**config.mk**
```make
export PLATFORM = sky130hd
export DESIGN_NAME = single_wire_debug_link
export DESIGN_NICKNAME = d
export VERILOG_FILES = /design/src/logic/dbg_link_pkg.sv /design/src/logic/single_wire_debug_link.sv /design/src/logic/autobaud_meter.sv
export SDC_FILE = /design/constraint.sdc
export NUM_CORES = 1
export LEC_CHECK = 0
export BUFFER_PORTS_ARGS = -buffer_cell sky130_fd_sc_hd__buf_2
export CAP_MARGIN = 20
export CORE_MARGIN = 2
export CORE_UTILIZATION = 35
export DETAILED_ROUTE_END_ITERATION = 16
export SLEW_MARGIN = 20
export SYNTH_ARGS = -nofsm -noshare
export SYNTH_HDL_FRONTEND = slang
export SYNTH_SLANG_ARGS = --single-unit
```
**constraint.sdc**
```tcl
create_clock -name pclk -period 3.5 [get_ports pclk]
set_input_delay 0.525 -clock pclk [delete_from_list [all_inputs] [get_ports pclk]]
set_output_delay 0.525 -clock pclk [all_outputs]
set_load 0.01 [all_outputs]
```
**src/logic/dbg_link_pkg.sv**
```systemverilog
package dbg_link_pkg;

  // register byte offsets on the bus
  localparam logic [7:0] OFF_CTRL = 8'h00;
  localparam logic [7:0] OFF_STATUS = 8'h04;
  localparam logic [7:0] OFF_TXDATA = 8'h08;
  localparam logic [7:0] OFF_RXDATA = 8'h0c;
  localparam logic [7:0] OFF_INJECT = 8'h10;

  // control fields
  localparam int CTRL_DEBUG_BIT = 0;
  localparam int CTRL_BKPT_EN_BIT = 1;
  localparam logic CTRL_DEBUG_RESET = 1'b0;
  localparam logic CTRL_BKPT_EN_RESET = 1'b0;

  // status fields
  localparam int STAT_LOCKED_BIT = 0;
  localparam int STAT_RX_VALID_BIT = 1;
  localparam int STAT_TX_BUSY_BIT = 2;
  localparam int STAT_UNLOCKED_BIT = 3;
  localparam int STAT_FRAME_ERR_BIT = 4;
  localparam int STAT_COLLISION_BIT = 5;
  localparam int STAT_BREAK_BIT = 6;

  // character and rate constants
  localparam int CNT_W = 16;
  localparam int PER_W = 10;
  localparam logic [5:0] AUTOBAUD_LOW_BITS = 6'd8;
  localparam logic [5:0] BREAK_BITS = 6'd9;
  localparam logic [5:0] REPLY_BREAK_BITS = 6'd40;
  localparam logic [2:0] LAST_DATA_BIT = 3'd7;
  localparam logic [15:0] MAX_BIT_CYCLES = 16'd512;
  localparam logic [15:0] MIN_BIT_CYCLES = 16'd4;
  localparam logic [31:0] UNLOCK_KEY = 32'hcd705aeb;

  typedef enum logic [3:0] {
    LINK_IDLE = 4'b0000,
    LINK_RX_START = 4'b0001,
    LINK_RX_DATA = 4'b0010,
    LINK_RX_STOP = 4'b0011,
    LINK_TX_START = 4'b0100,
    LINK_TX_DATA = 4'b0101,
    LINK_TX_STOP = 4'b0110,
    LINK_BREAK = 4'b0111,
    LINK_WAIT_HIGH = 4'b1000
  } link_state_e;

  // cycles covered by n bit periods
  function automatic logic [15:0] bit_span(logic [9:0] per, logic [5:0] n);
    bit_span = 16'({6'h00, per} * {10'h000, n});
  endfunction : bit_span

endpackage : dbg_link_pkg

```
**src/logic/single_wire_debug_link.sv**
```systemverilog
// How it works
// - one open-drain pin, low-only drive
// - half duplex, never send while receiving
// - start, eight data lsb first, stop
// - debug state stops processor fetch
// - clock and peripherals run unless stopped
// - entering debug leaves halt
// - debug state refreshes enabled watchdog
// - breakpoint instruction enters debug state
// - pin low at reset end enters debug
// - small package needs key under reset
// - writing zero to debug bit exits
// - system resets end debug state
// - pin low in stop starts reset
// - reply may start right after stop
// - first character 80h sets bit rate
// - nine low bits reset rate detector
// - errors abort, send break, re-detect
// - rates down to clock over 512
//
// Design decisions made here: the placing of the registers and the APB interface to the registers.
`timescale 1ns/10ps
module single_wire_debug_link (
  input wire logic pclk,
  input wire logic presetn,
  input wire logic [7:0] paddr,
  input wire logic psel,
  input wire logic penable,
  input wire logic pwrite,
  input wire logic [31:0] pwdata,
  output logic [31:0] prdata,
  output logic pready,
  output logic pslverr,
  input wire logic debug_wire_pin_i,
  output logic debug_wire_pin_o,
  output logic debug_wire_pin_oe_n,
  input wire logic small_package_i,
  input wire logic shared_reset_pin_i,
  output logic gpio_mode_o,
  input wire logic system_reset_i,
  input wire logic stop_mode_i,
  output logic stop_wake_reset_o,
  input wire logic breakpoint_instruction_i,
  output logic fetch_stop_o,
  output logic halt_exit_o,
  output logic clock_run_o,
  input wire logic watchdog_enable_i,
  output logic watchdog_refresh_o,
  output logic inject_valid_o,
  output logic [7:0] inject_opcode_o
);
  dbg_link_pkg::link_state_e st_q, st_d;
  logic [15:0] cnt_q, cnt_d;
  logic [2:0] bitn_q, bitn_d;
  logic [7:0] shift_q, shift_d;
  logic [7:0] rx_data_q, rx_data_d;
  logic rx_valid_q, rx_valid_d;
  logic [7:0] tx_data_q, tx_data_d;
  logic tx_pend_q, tx_pend_d;
  logic ferr_q, ferr_d, coll_q, coll_d, brk_q, brk_d;
  logic [31:0] key_q, key_d;
  logic unlocked_q, unlocked_d;
  logic shrst_q;
  logic restart_q, restart_d;
  logic debug_q, debug_d, bkpt_en_q, bkpt_en_d;
  logic sys_rst_q, pin_low_seen_q, pin_low_seen_d;
  logic halt_exit_q, wdt_q, wake_q, clk_run_q;
  logic inj_q, inj_d;
  logic [7:0] inj_op_q, inj_op_d;
  logic [31:0] rdata_q, rdata_d;
  logic drive_low;
  logic link_open, line_low, locked, line_break;
  logic [9:0] period;
  logic [15:0] per_m1, half_m1;
  logic wr, rd, hit, rx_byte, err;

  // gpio-only until unlocked, except while the shared reset is held
  assign link_open = !small_package_i || unlocked_q || !shared_reset_pin_i;
  assign line_low = link_open && !debug_wire_pin_i;

  autobaud_meter u_meter (
    .pclk(pclk),
    .presetn(presetn),
    .restart(restart_q),
    .line_low(line_low),
    .locked(locked),
    .bit_period(period),
    .line_break(line_break)
  );

  assign per_m1 = dbg_link_pkg::bit_span(period, 6'd1) - 16'h0001;
  assign half_m1 = dbg_link_pkg::bit_span({1'b0, period[9:1]}, 6'd1)
                   - 16'h0001;

  assign hit = paddr == dbg_link_pkg::OFF_CTRL ||
               paddr == dbg_link_pkg::OFF_STATUS ||
               paddr == dbg_link_pkg::OFF_TXDATA ||
               paddr == dbg_link_pkg::OFF_RXDATA ||
               paddr == dbg_link_pkg::OFF_INJECT;
  assign wr = psel && penable && pwrite && hit;
  assign rd = psel && penable && !pwrite && hit;
  assign pready = 1'b1;
  assign pslverr = psel && penable && !hit;

  // link engine: one machine so send and receive never overlap
  always_comb
  begin
    st_d = st_q;
    cnt_d = (cnt_q == 16'h0000) ? 16'h0000 : cnt_q - 16'h0001;
    bitn_d = bitn_q;
    shift_d = shift_q;
    rx_byte = 1'b0;
    restart_d = 1'b0;
    drive_low = 1'b0;
    ferr_d = 1'b0;
    coll_d = 1'b0;
    brk_d = 1'b0;
    err = 1'b0;
    case (st_q)
      dbg_link_pkg::LINK_IDLE:
      begin
        if (locked && line_low)
        begin
          st_d = dbg_link_pkg::LINK_RX_START;
          cnt_d = half_m1;
        end
        else if (locked && tx_pend_q)
        begin
          st_d = dbg_link_pkg::LINK_TX_START;
          cnt_d = per_m1;
          shift_d = tx_data_q;
        end
      end
      dbg_link_pkg::LINK_RX_START:
      begin
        if (cnt_q == 16'h0000)
        begin
          st_d = line_low ? dbg_link_pkg::LINK_RX_DATA
                          : dbg_link_pkg::LINK_IDLE;
          cnt_d = per_m1;
          bitn_d = 3'd0;
        end
      end
      dbg_link_pkg::LINK_RX_DATA:
      begin
        if (cnt_q == 16'h0000)
        begin
          shift_d = {!line_low, shift_q[7:1]};
          bitn_d = bitn_q + 3'd1;
          cnt_d = per_m1;
          if (bitn_q == dbg_link_pkg::LAST_DATA_BIT)
          begin
            st_d = dbg_link_pkg::LINK_RX_STOP;
          end
        end
      end
      dbg_link_pkg::LINK_RX_STOP:
      begin
        if (cnt_q == 16'h0000)
        begin
          if (line_low)
          begin
            ferr_d = 1'b1;
            err = 1'b1;
          end
          else
          begin
            rx_byte = 1'b1;
            st_d = dbg_link_pkg::LINK_IDLE;
          end
        end
      end
      dbg_link_pkg::LINK_TX_START, dbg_link_pkg::LINK_TX_DATA,
      dbg_link_pkg::LINK_TX_STOP:
      begin
        drive_low = st_q == dbg_link_pkg::LINK_TX_START ||
                    (st_q == dbg_link_pkg::LINK_TX_DATA && !shift_q[0]);
        if (!drive_low && line_low && cnt_q == half_m1)
        begin
          coll_d = 1'b1;
          err = 1'b1;
        end
        else if (cnt_q == 16'h0000)
        begin
          cnt_d = per_m1;
          if (st_q == dbg_link_pkg::LINK_TX_START)
          begin
            st_d = dbg_link_pkg::LINK_TX_DATA;
            bitn_d = 3'd0;
          end
          else if (st_q == dbg_link_pkg::LINK_TX_DATA)
          begin
            shift_d = {1'b1, shift_q[7:1]};
            bitn_d = bitn_q + 3'd1;
            if (bitn_q == dbg_link_pkg::LAST_DATA_BIT)
            begin
              st_d = dbg_link_pkg::LINK_TX_STOP;
            end
          end
          else
          begin
            st_d = dbg_link_pkg::LINK_IDLE;
          end
        end
      end
      dbg_link_pkg::LINK_BREAK:
      begin
        drive_low = 1'b1;
        if (cnt_q == 16'h0000)
        begin
          st_d = dbg_link_pkg::LINK_WAIT_HIGH;
        end
      end
      dbg_link_pkg::LINK_WAIT_HIGH:
      begin
        // held here until the host lets the line go
        if (!line_low)
        begin
          st_d = dbg_link_pkg::LINK_IDLE;
          restart_d = 1'b1;
        end
      end
      default:
      begin
        st_d = dbg_link_pkg::LINK_IDLE;
      end
    endcase
    if (line_break && st_q != dbg_link_pkg::LINK_BREAK &&
        st_q != dbg_link_pkg::LINK_WAIT_HIGH)
    begin
      brk_d = 1'b1;
      err = 1'b1;
    end
    if (err)
    begin
      // abort and answer with a four character break
      st_d = dbg_link_pkg::LINK_BREAK;
      cnt_d = dbg_link_pkg::bit_span(period,
                dbg_link_pkg::REPLY_BREAK_BITS) - 16'h0001;
      drive_low = 1'b0;
    end
    // re-detect the rate once the shared reset is released
    if (small_package_i && unlocked_q && shared_reset_pin_i && !shrst_q)
    begin
      restart_d = 1'b1;
    end
  end

  // register file and debug state
  always_comb
  begin
    rx_data_d = rx_byte ? shift_q : rx_data_q;
    rx_valid_d = rx_valid_q;
    if (rd && paddr == dbg_link_pkg::OFF_RXDATA)
    begin
      rx_valid_d = 1'b0;
    end
    if (rx_byte)
    begin
      rx_valid_d = 1'b1;
    end
    tx_data_d = tx_data_q;
    tx_pend_d = tx_pend_q;
    if (st_q == dbg_link_pkg::LINK_IDLE &&
        st_d == dbg_link_pkg::LINK_TX_START)
    begin
      tx_pend_d = 1'b0;
    end
    if (err)
    begin
      tx_pend_d = 1'b0;
    end
    else if (wr && paddr == dbg_link_pkg::OFF_TXDATA && !tx_pend_q)
    begin
      tx_data_d = pwdata[7:0];
      tx_pend_d = 1'b1;
    end
    key_d = key_q;
    unlocked_d = unlocked_q;
    if (rx_byte && small_package_i && !unlocked_q && !shared_reset_pin_i)
    begin
      key_d = {shift_q, key_q[31:8]};
      unlocked_d = key_d == dbg_link_pkg::UNLOCK_KEY;
    end
    bkpt_en_d = bkpt_en_q;
    debug_d = debug_q;
    inj_d = 1'b0;
    inj_op_d = inj_op_q;
    if (wr && paddr == dbg_link_pkg::OFF_CTRL)
    begin
      debug_d = pwdata[dbg_link_pkg::CTRL_DEBUG_BIT];
      bkpt_en_d = pwdata[dbg_link_pkg::CTRL_BKPT_EN_BIT];
    end
    if (wr && paddr == dbg_link_pkg::OFF_INJECT && debug_q)
    begin
      inj_d = 1'b1;
      inj_op_d = pwdata[7:0];
    end
    if (breakpoint_instruction_i && bkpt_en_q)
    begin
      debug_d = 1'b1;
    end
    if (sys_rst_q && !system_reset_i && pin_low_seen_q)
    begin
      debug_d = 1'b1;
    end
    if (system_reset_i)
    begin
      debug_d = 1'b0;
    end
    pin_low_seen_d = system_reset_i ? !debug_wire_pin_i : pin_low_seen_q;
    rdata_d = 32'h0000_0000;
    if (psel && !penable && !pwrite)
    begin
      case (paddr)
        dbg_link_pkg::OFF_CTRL:
        begin
          rdata_d[dbg_link_pkg::CTRL_DEBUG_BIT] = debug_q;
          rdata_d[dbg_link_pkg::CTRL_BKPT_EN_BIT] = bkpt_en_q;
        end
        dbg_link_pkg::OFF_STATUS:
        begin
          rdata_d[dbg_link_pkg::STAT_LOCKED_BIT] = locked;
          rdata_d[dbg_link_pkg::STAT_RX_VALID_BIT] = rx_valid_q;
          rdata_d[dbg_link_pkg::STAT_TX_BUSY_BIT] =
            tx_pend_q || st_q != dbg_link_pkg::LINK_IDLE;
          rdata_d[dbg_link_pkg::STAT_UNLOCKED_BIT] = unlocked_q;
          rdata_d[dbg_link_pkg::STAT_FRAME_ERR_BIT] = ferr_q;
          rdata_d[dbg_link_pkg::STAT_COLLISION_BIT] = coll_q;
          rdata_d[dbg_link_pkg::STAT_BREAK_BIT] = brk_q;
        end
        dbg_link_pkg::OFF_TXDATA:
        begin
          rdata_d[7:0] = tx_data_q;
        end
        dbg_link_pkg::OFF_RXDATA:
        begin
          rdata_d[7:0] = rx_data_q;
        end
        default:
        begin
          rdata_d = 32'h0000_0000;
        end
      endcase
    end
    else if (psel && penable)
    begin
      rdata_d = rdata_q;
    end
  end

  always_ff @(posedge pclk or negedge presetn)
  begin
    if (!presetn)
    begin
      st_q <= dbg_link_pkg::LINK_IDLE;
      cnt_q <= 16'h0000;
      bitn_q <= 3'd0;
      shift_q <= 8'h00;
      rx_data_q <= 8'h00;
      rx_valid_q <= 1'b0;
      tx_data_q <= 8'h00;
      tx_pend_q <= 1'b0;
      ferr_q <= 1'b0;
      coll_q <= 1'b0;
      brk_q <= 1'b0;
      key_q <= 32'h0000_0000;
      unlocked_q <= 1'b0;
      shrst_q <= 1'b1;
      restart_q <= 1'b0;
      debug_q <= dbg_link_pkg::CTRL_DEBUG_RESET;
      bkpt_en_q <= dbg_link_pkg::CTRL_BKPT_EN_RESET;
      sys_rst_q <= 1'b0;
      pin_low_seen_q <= 1'b0;
      halt_exit_q <= 1'b0;
      wdt_q <= 1'b0;
      wake_q <= 1'b0;
      clk_run_q <= 1'b1;
      inj_q <= 1'b0;
      inj_op_q <= 8'h00;
      rdata_q <= 32'h0000_0000;
    end
    else
    begin
      st_q <= st_d;
      cnt_q <= cnt_d;
      bitn_q <= bitn_d;
      shift_q <= shift_d;
      rx_data_q <= rx_data_d;
      rx_valid_q <= rx_valid_d;
      tx_data_q <= tx_data_d;
      tx_pend_q <= tx_pend_d;
      // sticky; a new event wins over the clearing write
      ferr_q <= ferr_d || (ferr_q && !(wr && paddr ==
                dbg_link_pkg::OFF_STATUS &&
                pwdata[dbg_link_pkg::STAT_FRAME_ERR_BIT]));
      coll_q <= coll_d || (coll_q && !(wr && paddr ==
                dbg_link_pkg::OFF_STATUS &&
                pwdata[dbg_link_pkg::STAT_COLLISION_BIT]));
      brk_q <= brk_d || (brk_q && !(wr && paddr ==
               dbg_link_pkg::OFF_STATUS &&
               pwdata[dbg_link_pkg::STAT_BREAK_BIT]));
      key_q <= key_d;
      unlocked_q <= unlocked_d;
      shrst_q <= shared_reset_pin_i;
      restart_q <= restart_d;
      debug_q <= debug_d;
      bkpt_en_q <= bkpt_en_d;
      sys_rst_q <= system_reset_i;
      pin_low_seen_q <= pin_low_seen_d;
      halt_exit_q <= debug_d && !debug_q;
      wdt_q <= debug_d && watchdog_enable_i;
      wake_q <= stop_mode_i && !debug_wire_pin_i;
      clk_run_q <= !stop_mode_i;
      inj_q <= inj_d;
      inj_op_q <= inj_op_d;
      rdata_q <= rdata_d;
    end
  end

  // pin only ever pulls low; the pull-up makes the high level
  assign debug_wire_pin_o = 1'b0;
  assign debug_wire_pin_oe_n = !drive_low;
  assign gpio_mode_o = small_package_i && !unlocked_q;
  assign prdata = rdata_q;
  assign fetch_stop_o = debug_q;
  assign halt_exit_o = halt_exit_q;
  assign clock_run_o = clk_run_q;
  assign watchdog_refresh_o = wdt_q;
  assign stop_wake_reset_o = wake_q;
  assign inject_valid_o = inj_q;
  assign inject_opcode_o = inj_op_q;
endmodule : single_wire_debug_link

```
**src/logic/autobaud_meter.sv**
```systemverilog
`timescale 1ns/10ps
module autobaud_meter (
  input wire logic pclk,
  input wire logic presetn,
  input wire logic restart,
  input wire logic line_low,
  output logic locked,
  output logic [9:0] bit_period,
  output logic line_break
);
  logic [15:0] run_q, run_d;
  logic locked_q, locked_d;
  logic [9:0] per_q, per_d;
  logic brk_q, brk_d;

  always_comb
  begin
    run_d = 16'h0000;
    if (line_low)
    begin
      run_d = (run_q == 16'hffff) ? run_q : run_q + 16'h0001;
    end
    locked_d = locked_q;
    per_d = per_q;
    brk_d = 1'b0;
    if (restart)
    begin
      locked_d = 1'b0;
    end
    else if (!locked_q && !line_low && run_q != 16'h0000)
    begin
      // low run of the first character spans eight bits
      if (run_q >= dbg_link_pkg::bit_span(10'(dbg_link_pkg::MIN_BIT_CYCLES),
                     dbg_link_pkg::AUTOBAUD_LOW_BITS) &&
          run_q <= dbg_link_pkg::bit_span(
                     10'(dbg_link_pkg::MAX_BIT_CYCLES),
                     dbg_link_pkg::AUTOBAUD_LOW_BITS))
      begin
        locked_d = 1'b1;
        per_d = run_q[12:3];
      end
    end
    else if (locked_q && line_low &&
             run_q == dbg_link_pkg::bit_span(per_q,
                                             dbg_link_pkg::BREAK_BITS))
    begin
      brk_d = 1'b1;
    end
  end

  always_ff @(posedge pclk or negedge presetn)
  begin
    if (!presetn)
    begin
      run_q <= 16'h0000;
      locked_q <= 1'b0;
      per_q <= 10'h000;
      brk_q <= 1'b0;
    end
    else
    begin
      run_q <= run_d;
      locked_q <= locked_d;
      per_q <= per_d;
      brk_q <= brk_d;
    end
  end

  assign locked = locked_q;
  assign bit_period = per_q;
  assign line_break = brk_q;
endmodule : autobaud_meter

```
==> results of run 1 <==
==> final cells by class <==
cell class,count,area (sq um),share of cell area (%)
Inverter,27,101,1.01
Tap cell,324,405,4.04
Clock inverter,14,165,1.64
Sequential cell,132,3310,32.9
Timing Repair Buffer,98,631,6.28
Clock buffer,18,439,4.37
Multi-Input combinational cell,678,4990,49.7
==> layer usage <==
layer  track usage (%)  vias to the layer above
met3              2.70                       28
met5                 0                        -
met2              27.4                      164
li1                  -                     3310
met4              4.87                        0
met1              24.0                     3359
==> metrics by stage <==
| step | util [%] | power, mW | area, sq um | TNS (ns) | worst slack [ns] |
|---|---|---|---|---|---|
| 2_1_floorplan | - | 3.03 | 8760 | 0 | 0.0108 |
| 3_3_place_gp | 38.5 | 3.49 | 9360 | 0 | 0.264 |
| 3_5_place_dp | 38.5 | 3.50 | 9360 | 0 | 0.212 |
| 4_1_cts | 41.0 | 5.35 | 9980 | 0 | 0.00203 |
| 5_1_grt | 41.3 | 5.67 | 10000 | -0.164 | -0.164 |
| 6_report | 41.3 | 5.38 | 10000 | -0.000247 | -0.000247 |
==> cell families after synthesis <==
group	Yosys count	share of synthesized area, %
fa+ha+maj	39	5.80
other cells	2	0.0867
buf+inv	101	5.86
compound gates	175	13.4
flops	132	38.1
simple gates	282	17.3
mux	89	11.8
xor+xnor	67	7.61
==> worst max-delay path by stage <==
stage	depth (start not counted)	to	start	slack, ns
2_1_floorplan	11	debug_wire_pin_oe_n	u_meter.bit_period[6]	0.01
3_3_place_gp	8	debug_wire_pin_oe_n	u_meter.bit_period[1]	0.26
3_5_place_dp	8	debug_wire_pin_oe_n	u_meter.bit_period[1]	0.21
4_1_cts	8	debug_wire_pin_oe_n	u_meter.bit_period[7]	0.002
5_1_grt	9	debug_wire_pin_oe_n	u_meter.bit_period[6]	-0.16
6_report	9	debug_wire_pin_oe_n	u_meter.bit_period[6]	-0.0002
==> cells in the final DEF (no fill, tap or decap), drive strengths merged, types with 20 or more instances in the layout <==
| master | count |
|---|---|
| xor2 | 29 |
| buf | 97 |
| mux2 | 77 |
| nor3 | 29 |
| nor2 | 63 |
| xnor2 | 33 |
| inv | 33 |
| nand3 | 20 |
| dfrtp | 130 |
| nand2 | 63 |
| a21oi | 40 |
| nor4 | 21 |
| ha | 37 |
| conb | 26 |
| o21ai | 37 |
==> power groups by stage <==
| stage | combinational (mW) | sequential (mW) | clock (mW) |
|---|---|---|---|
| 2_1_floorplan | 1.24 | 1.78 | 0 |
| 3_3_place_gp | 1.61 | 1.88 | 0 |
| 4_1_cts | 1.64 | 1.85 | 1.86 |
| 5_1_grt | 1.86 | 1.88 | 1.93 |
| 3_5_place_dp | 1.62 | 1.88 | 0 |
| 6_report | 1.69 | 1.86 | 1.83 |
==> registers in the layout, indices dropped and copies added, names as in the netlist, 3 cells and up <==
signal and flops:
shift_q 8, key_q 24, bitn_q 3, st_q 4
u_meter.bit_period 10, inject_opcode_o 8, rx_data_q 8, tx_data_q 8
cnt_q 16, u_meter.run_q 16, prdata 8
==> timing repair <==
action                                  4_1_cts  5_1_grt
endpoints found under the setup margin        1       10
setup buffers                                 1        3
pin swaps                                     2        5
resized for setup                             2        9
==> impl_metrics.yaml, run 1 <==
sta:
  whs_ns: 0.239
  fmax_mhz: 286
  timing.final.crit_share_pct: 100
  setup_viol: 1
  drv_slew: 0
  slew_headroom_pct: 39.9
  skew_ns: 0.0148
  fin_crit_ns: 3.50
  grt_setup_unrepaired: "true"
  hold_viol_final: 0
  setup_slack_ns: -0.000247
  worst_slew_pin_slew_ns: 0.902
route:
  remaining_drc_errors: 0
  wirelength_mm: 21.9
  vias_per_cell: 5.31
  dr_wl_met3_microns: 850
  via_count: 6861
  routed.top_layer: "met4"
  antenna_left: 0
  dr.pass1.iters: 6
  wl_met1_mm: 10.5
  wl_per_cell_microns: 17.0
  drt-initial-drc-count: 555
  wl_met2_mm: 10.2
synth:
  netlist.area_leader.share_pct: 37.5
  syn-cell-area_sq_mm: 0.00867
  synth-seq-cells: 132
  ys.flop_type: "dfrtp_1"
  synth_area_per_cell_sq_um: 9.77
  yosysSeqAreaShare_pct: 38.1
  synth_area_leaders: "dfrtp_1 38%, mux2_2 9.6%, ha_1 5.3%"
  synthArstFlopShare_pct: 100
  yosysMostFrequentCell: "dfrtp_1"
  yosys_warnings: 0
  ys_types: 79
  synth_top_area_cell: "dfrtp_1"
  synthCells: 887
  synthTopCellsByCount: "130 x dfrtp_1, 74 x mux2_2, 63 x nand2_1, 63 x nor2_1, 40 x a21oi_1"
  synth-edff-count: 0
outcome:
  status: "complete, but fails checks"
  violations: "setup timing"
grt:
  antenna_found_initial: 0
  grt_usage_pct: 17.1
  grt_max_degree: 115
  overflow: 0
  grt_pass1_wl_mm: 35.5
  grt_pass1_vias: 6583
critical_path:
  rrSetupSlack_ns: 0.30
  critPathKind: "reg -> out"
  worstPathBufferInverterCount: 2
  cp-end-kind: "primary output"
  crit_arrival_ns: 2.98
  startpoint_type: "flop"
  critPathSlowestCell: "or4_4"
  path_cells: "or4_4 -> buf_6 -> nor2_4 -> xnor3_1 -> nor4_4 -> nand4_1 -> o21bai_2 -> a21o_1 -> buf_2"
  critical_path.top_delay_family: "simple AND/OR/NAND/NOR gates"
  worst_r2r_endpoint: "cnt_q[13]"
  cp.required_ns: 2.97
  reg2reg_from: "u_meter.bit_period[1]"
  crit_fanout: 4
  cp_slowest_stage_delay_ns: 0.60
  reg2reg_depth: 13
power_and_ir_drop:
  pwr-share-comb_pct: 31.4
  p_clk_share_pct: 34.1
  intPower_mw: 3.49
  pwr-share-seq_pct: 34.5
  leakagePower_nw: 4.75
  irDropWorstVdd_mv: 0.429
  switchingPower_mw: 1.88
  powerDensity_mw_per_mm2: 535
  swShare_pct: 35.0
die:
  die_area_sq_mm: 0.0260
  die_x_microns: 161
  num_io_pins: 103
  initial_utilization_pct: 35.6
  row_count: 57
  fp.dieH_microns: 161
  core_region_area_sq_mm: 0.0243
placement:
  place_inst: 1255
  port_buffers: 52
  place_hpwl_mm: 15.9
  gp_congestion: 0.876
cts:
  postCtsHoldBufs: 0
  worstSkewPairLatency_ns: 0.43
  cts_max_level: 4
  clkSinkCount: 132
  cts-buffers-inserted: 17
  root_buffer: "clkbuf_16"
  cts_buffer_depth: 2
  tritoncts: "yes"
  cts.reportedPaths.clkPinSlew_ns: 0.07
final_layout:
  fillers: 2384
  drive_above_1_share_pct: 23.9
  antenna_cells: 0
  nets: 1045
  instances_no_fill: 1291
  syn2layout_area_growth_pct: 15.9
flow_run:
  maxCapViolCount: 0
min_path:
  hold_class: "in -> async"
Note: power is estimated with default switching activity, not from simulation.
==> inputs of run 2 (changes only) <==
--- a/config.mk
+++ b/config.mk
@@ -10,6 +10,7 @@
 export CORE_MARGIN = 2
 export CORE_UTILIZATION = 35
 export DETAILED_ROUTE_END_ITERATION = 16
+export REMOVE_ABC_BUFFERS = 1
 export SLEW_MARGIN = 20
 export SYNTH_ARGS = -nofsm -noshare
 export SYNTH_HDL_FRONTEND = slang
==> impl_metrics.yaml, run 2 (synthesized netlist as in run 1, its figures left out) <==
outcome:
  status: "completed"
die:
  row_count: 57
  initial_utilization_pct: 35.6
  num_io_pins: 103
  die_area_sq_mm: 0.0260
  core_region_area_sq_mm: 0.0243
  die_x_microns: 161
  fp.dieH_microns: 161
placement:
  port_buffers: 52
  place_hpwl_mm: 15.4
  dp_slack_ns: 0.228
  gp_congestion: 0.879
grt:
  antenna_found_initial: 0
  overflow: 0
  grt_pass1_vias: 6646
  grt_pass1_wl_mm: 35.2
  grt_usage_pct: 16.8
  grt_max_degree: 91
power_and_ir_drop:
  irDropWorstVdd_mv: 0.309
  leakagePower_nw: 4.76
  powerDensity_mw_per_mm2: 539
final_layout:
  antenna_cells: 0
  drive_above_1_share_pct: 23.7
  layout_common_cells: "128 x dfrtp_1, 74 x mux2_2, 63 x nand2_1"
  biggestRegsByFlops: "key_q (24), cnt_q (16), u_meter.run_q (16)"
  nets: 1044
  largest_reg_flops: 24
  final_common_cell: "dfrtp_1"
  largest-register: "key_q"
  syn2layout_area_growth_pct: 16.0
  fillers: 2339
route:
  via_count: 6858
  wl_per_cell_microns: 16.7
  antenna_left: 0
  remaining_drc_errors: 0
  vias_per_cell: 5.32
  dr.pass1.iters: 5
  drt-initial-drc-count: 485
  wirelength_mm: 21.6
critical_path:
  crit_arrival_ns: 2.89
  worstPathBufferInverterCount: 2
  critPathKind: "reg -> out"
  critical_path.top_delay_family: "simple AND/OR/NAND/NOR gates"
  cp-end-kind: "primary output"
  path_cells: "or3_4 -> buf_4 -> nor3_2 -> xor3_1 -> nor4_4 -> nand4_1 -> o21bai_4 -> a21o_1 -> buf_6"
  cp.required_ns: 2.97
  crit_fanout: 6
  critPathSlowestCell: "dfrtp_2"
  startpoint_type: "flop"
  cp_slowest_stage_delay_ns: 0.45
sta:
  slew_headroom_pct: 43.3
  fin_crit_ns: 3.41
  whs_ns: 0.157
  setup_slack_ns: 0.0891
  worst_slew_pin_slew_ns: 0.850
  tns_ns: 0
  fmax_mhz: 293
  drv_slew: 0
  skew_ns: 0.00882
  setup_viol: 0
  grt_setup_unrepaired: "true"
  hold_viol_final: 0
  timing.final.crit_share_pct: 97.5
cts:
  cts_buffer_depth: 2
  cts_max_level: 4
  cts.reportedPaths.clkPinSlew_ns: 0.06
  clkSinkCount: 132
  worstSkewPairLatency_ns: 0.42
  cts-buffers-inserted: 17
  postCtsHoldBufs: 0
  tritoncts: "yes"
  root_buffer: "clkbuf_16"
min_path:
  hold_class: "in -> async"
flow_run:
  maxCapViolCount: 0
[run 2: changes by cell type in the layout (fill, tap and decap cells not counted), sizes merged]
cell and delta:
bufinv +1, clkbuf +2, clkinv +1, clkinvlp -1, inv -4
[run 2: repair_timing]
item,in CTS,in global routing
buffers inserted,2,8
gates resized for setup,4,7
pin swaps,5,6
setup endpoints to repair,1,3
[run 2: stage by stage]
stage          cells  area [sq um]  utilization, %  power, mW
2_1_floorplan    837          8350               -       2.97
3_3_place_gp    1248          9310            38.3       3.45
3_5_place_dp    1248          9310            38.3       3.46
4_1_cts         1282          9960            40.9       5.36
5_1_grt         1290         10100            41.3       5.72
6_report        1290         10100            41.3       5.41
[run 2: worst paths after layout]
path | startpoint | endpoint | slack [ns] | cells past startpoint
min in group pclk | stop_mode_i | clock_run_o | 0.23 | 2
worst min-delay path | presetn | watchdog_refresh_o | 0.16 | 1
worst max-delay path | u_meter.bit_period[2] | debug_wire_pin_oe_n | 0.09 | 9
worst min register to register | prdata[3] | prdata[3] | 0.48 | 2
worst max register to register | u_meter.bit_period[1] | cnt_q[14] | 0.24 | 12
max in group asynchronous | presetn | u_meter.bit_period[1] | 2.60 | 2
[run 2: cell type report]
cell class	count	area, sq um	area share [%]
Sequential cell	132	3310	32.9
Clock inverter	11	148	1.47
Inverter	27	101	1.01
Tap cell	324	405	4.03
Timing Repair Buffer	97	623	6.20
Clock buffer	21	470	4.68
Multi-Input combinational cell	678	5000	49.7
[run 2: report_power, final]
part	internal [mW]	switching, mW	total [mW]
Sequential	1.65	0.213	1.87
Combinational	0.761	0.909	1.67
Clock	1.18	0.695	1.88
[run 2: worst reg2reg max path, cell delays in order (launching register included)]
cell and delay (ns):
dfrtp_2 0.46, buf_4 0.16, ha_1 0.27, ha_1 0.19, inv_1 0.07, fa_1 0.51, nor2b_1 0.17, nand2_1 0.09
or3_1 0.35, or2_2 0.31, nor4_1 0.32, xnor2_1 0.16, a21oi_1 0.08
[run 2: routing by layer]
layer	global-route usage (%)	vias to the layer above	share of wire [%]
met3	3.62	33	5.0
met1	24.1	3339	48
met4	4.26	0	1.4
met5	0	-	0
li1	-	3312	-
met2	25.9	174	46
==> inputs of run 3 (changes only) <==
--- a/config.mk
+++ b/config.mk
@@ -10,7 +10,9 @@
 export CORE_MARGIN = 2
 export CORE_UTILIZATION = 35
 export DETAILED_ROUTE_END_ITERATION = 16
+export GPL_ROUTABILITY_DRIVEN = 0
 export REMOVE_ABC_BUFFERS = 1
+export SETUP_SLACK_MARGIN = 0.15
 export SLEW_MARGIN = 20
 export SYNTH_ARGS = -nofsm -noshare
 export SYNTH_HDL_FRONTEND = slang
==> impl_metrics.yaml, run 3 (synthesized netlist as in run 1, its figures left out) <==
outcome:
  status: "completed"
grt:
  grt_pass1_vias: 6672
  grt_max_degree: 91
  overflow: 0
  antenna_found_initial: 0
  grt_pass1_wl_mm: 35.3
  grt_usage_pct: 16.9
route:
  drt-initial-drc-count: 415
  antenna_left: 0
  remaining_drc_errors: 0
  dr.pass1.iters: 5
  via_count: 6845
  wirelength_mm: 21.6
  wl_per_cell_microns: 16.7
  vias_per_cell: 5.29
sta:
  grt_setup_unrepaired: "true"
  slew_headroom_pct: 43.0
  fin_crit_ns: 3.38
  setup_viol: 0
  hold_viol_final: 0
  drv_slew: 0
  timing.final.crit_share_pct: 96.5
  skew_ns: 0.00875
  fmax_mhz: 296
  worst_slew_pin_slew_ns: 0.855
power_and_ir_drop:
  irDropWorstVdd_mv: 0.309
  switchingPower_mw: 1.82
  intPower_mw: 3.61
  pwr-share-comb_pct: 31.1
  pwr-share-seq_pct: 34.4
  power_mw: 5.43
  powerDensity_mw_per_mm2: 538
  leakagePower_nw: 4.78
  swShare_pct: 33.6
  p_clk_share_pct: 34.5
die:
  fp.dieH_microns: 161
  core_region_area_sq_mm: 0.0243
  die_x_microns: 161
  initial_utilization_pct: 35.6
  die_area_sq_mm: 0.0260
  row_count: 57
  num_io_pins: 103
placement:
  place_inst: 1248
  place_hpwl_mm: 15.4
  port_buffers: 52
critical_path:
  critPathKind: "reg -> out"
  critPathSlowestCell: "or4_4"
  crit_arrival_ns: 2.85
  cp_slowest_stage_delay_ns: 0.57
  reg2reg_depth: 12
  path_cells: "or4_4 -> buf_6 -> nor2_4 -> xnor3_2 -> nor4_4 -> nand4_1 -> o21bai_4 -> a21o_1 -> buf_6"
  cp-end-kind: "primary output"
  path_common_cell: "buf_6"
  crit_fanout: 2
  startpoint_type: "flop"
  reg2reg_from: "u_meter.bit_period[2]"
  cp-startpoint: "u_meter.bit_period[6]"
  cp.required_ns: 2.97
cts:
  postCtsHoldBufs: 0
  root_buffer: "clkbuf_16"
  cts_buffer_depth: 2
  cts.reportedPaths.clkPinSlew_ns: 0.06
  tritoncts: "yes"
  worstSkewPairLatency_ns: 0.42
  clkSinkCount: 132
  cts_max_level: 4
  cts-buffers-inserted: 17
min_path:
  hold_class: "in -> async"
final_layout:
  largest-register: "key_q"
  instances_no_fill: 1293
  multiInputGateArea_sq_mm: 0.00501
  syn2layout_area_growth_pct: 16.5
  nets: 1047
  antenna_cells: 0
  register_area_sq_mm: 0.00331
  drive_above_1_share_pct: 24.1
  fillers: 2330
  final_common_cell: "dfrtp_1"
  biggestRegsByFlops: "key_q (24), cnt_q (16), u_meter.run_q (16)"
  layout_common_cells: "128 x dfrtp_1, 74 x mux2_2, 63 x nand2_1"
  largest_reg_flops: 24
flow_run:
  maxCapViolCount: 0
-- run 3: final cells by class --
cell class	instances	area share (%)
inverters	27	1.00
well taps	324	4.02
clock inverters	11	1.46
multi-input cells	678	49.7
clock buffers	21	4.66
flip-flops and latches	132	32.8
repair buffers	100	6.43
-- run 3: path summary, 6_finish.rpt --
kind,slack [ns],to
worst min-delay path,0.15,watchdog_refresh_o
min in group pclk,0.23,clock_run_o
max in group asynchronous,2.61,u_meter.bit_period[1]
worst max register to register,0.23,cnt_q[14]
worst min register to register,0.48,prdata[3]
worst max-delay path,0.12,debug_wire_pin_oe_n
-- run 3: through the flow --
| step | cell area, sq um | setup slack, ns | TNS (ns) | hold WS, ns | util [%] |
|---|---|---|---|---|---|
| after global placement | 9310 | 0.249 | 0 | 0.458 | 38.3 |
| after detailed placement | 9310 | 0.228 | 0 | 0.467 | 38.3 |
| after floorplan | 8350 | -0.871 | -15.68 | 0.229 | - |
| after global routing | 10100 | 0.00888 | 0 | 0.225 | 41.5 |
| final | 10100 | 0.124 | 0 | 0.151 | 41.5 |
| after CTS | 10000 | 0.112 | 0 | 0.212 | 41.1 |
-- run 3: critical path: cells and delay by family (launching register included) --
family / cells / cell delay (ns)
AND/OR/NAND/NOR: 4 / 1.16
flip-flops: 1 / 0.37
AO/OA/AOI/OAI: 2 / 0.32
XOR/XNOR: 1 / 0.31
buffers and inverters: 2 / 0.26
-- run 3: repair_timing --
item,CTS,global route
setup endpoints to repair,1,4
resized for setup,10,7
gates cloned,0,0
pin swaps,5,6
setup buffers,4,9
-- run 3: per-layer routing --
layer	track usage, %	vias up	wire length, microns
li1	-	3312	-
met5	0	-	0
met4	4.30	0	217
met2	26.1	175	9900
met1	23.9	3336	10400
met3	3.78	22	1030
-- run 3: power by group through the flow --
stage	Clock (mW)	Sequential, mW	Combinational, mW
after floorplan	0	1.85	1.12
after global placement	0	1.89	1.56
final	1.87	1.87	1.69
after detailed placement	0	1.89	1.57
after CTS	1.91	1.87	1.61
after global routing	1.97	1.89	1.87
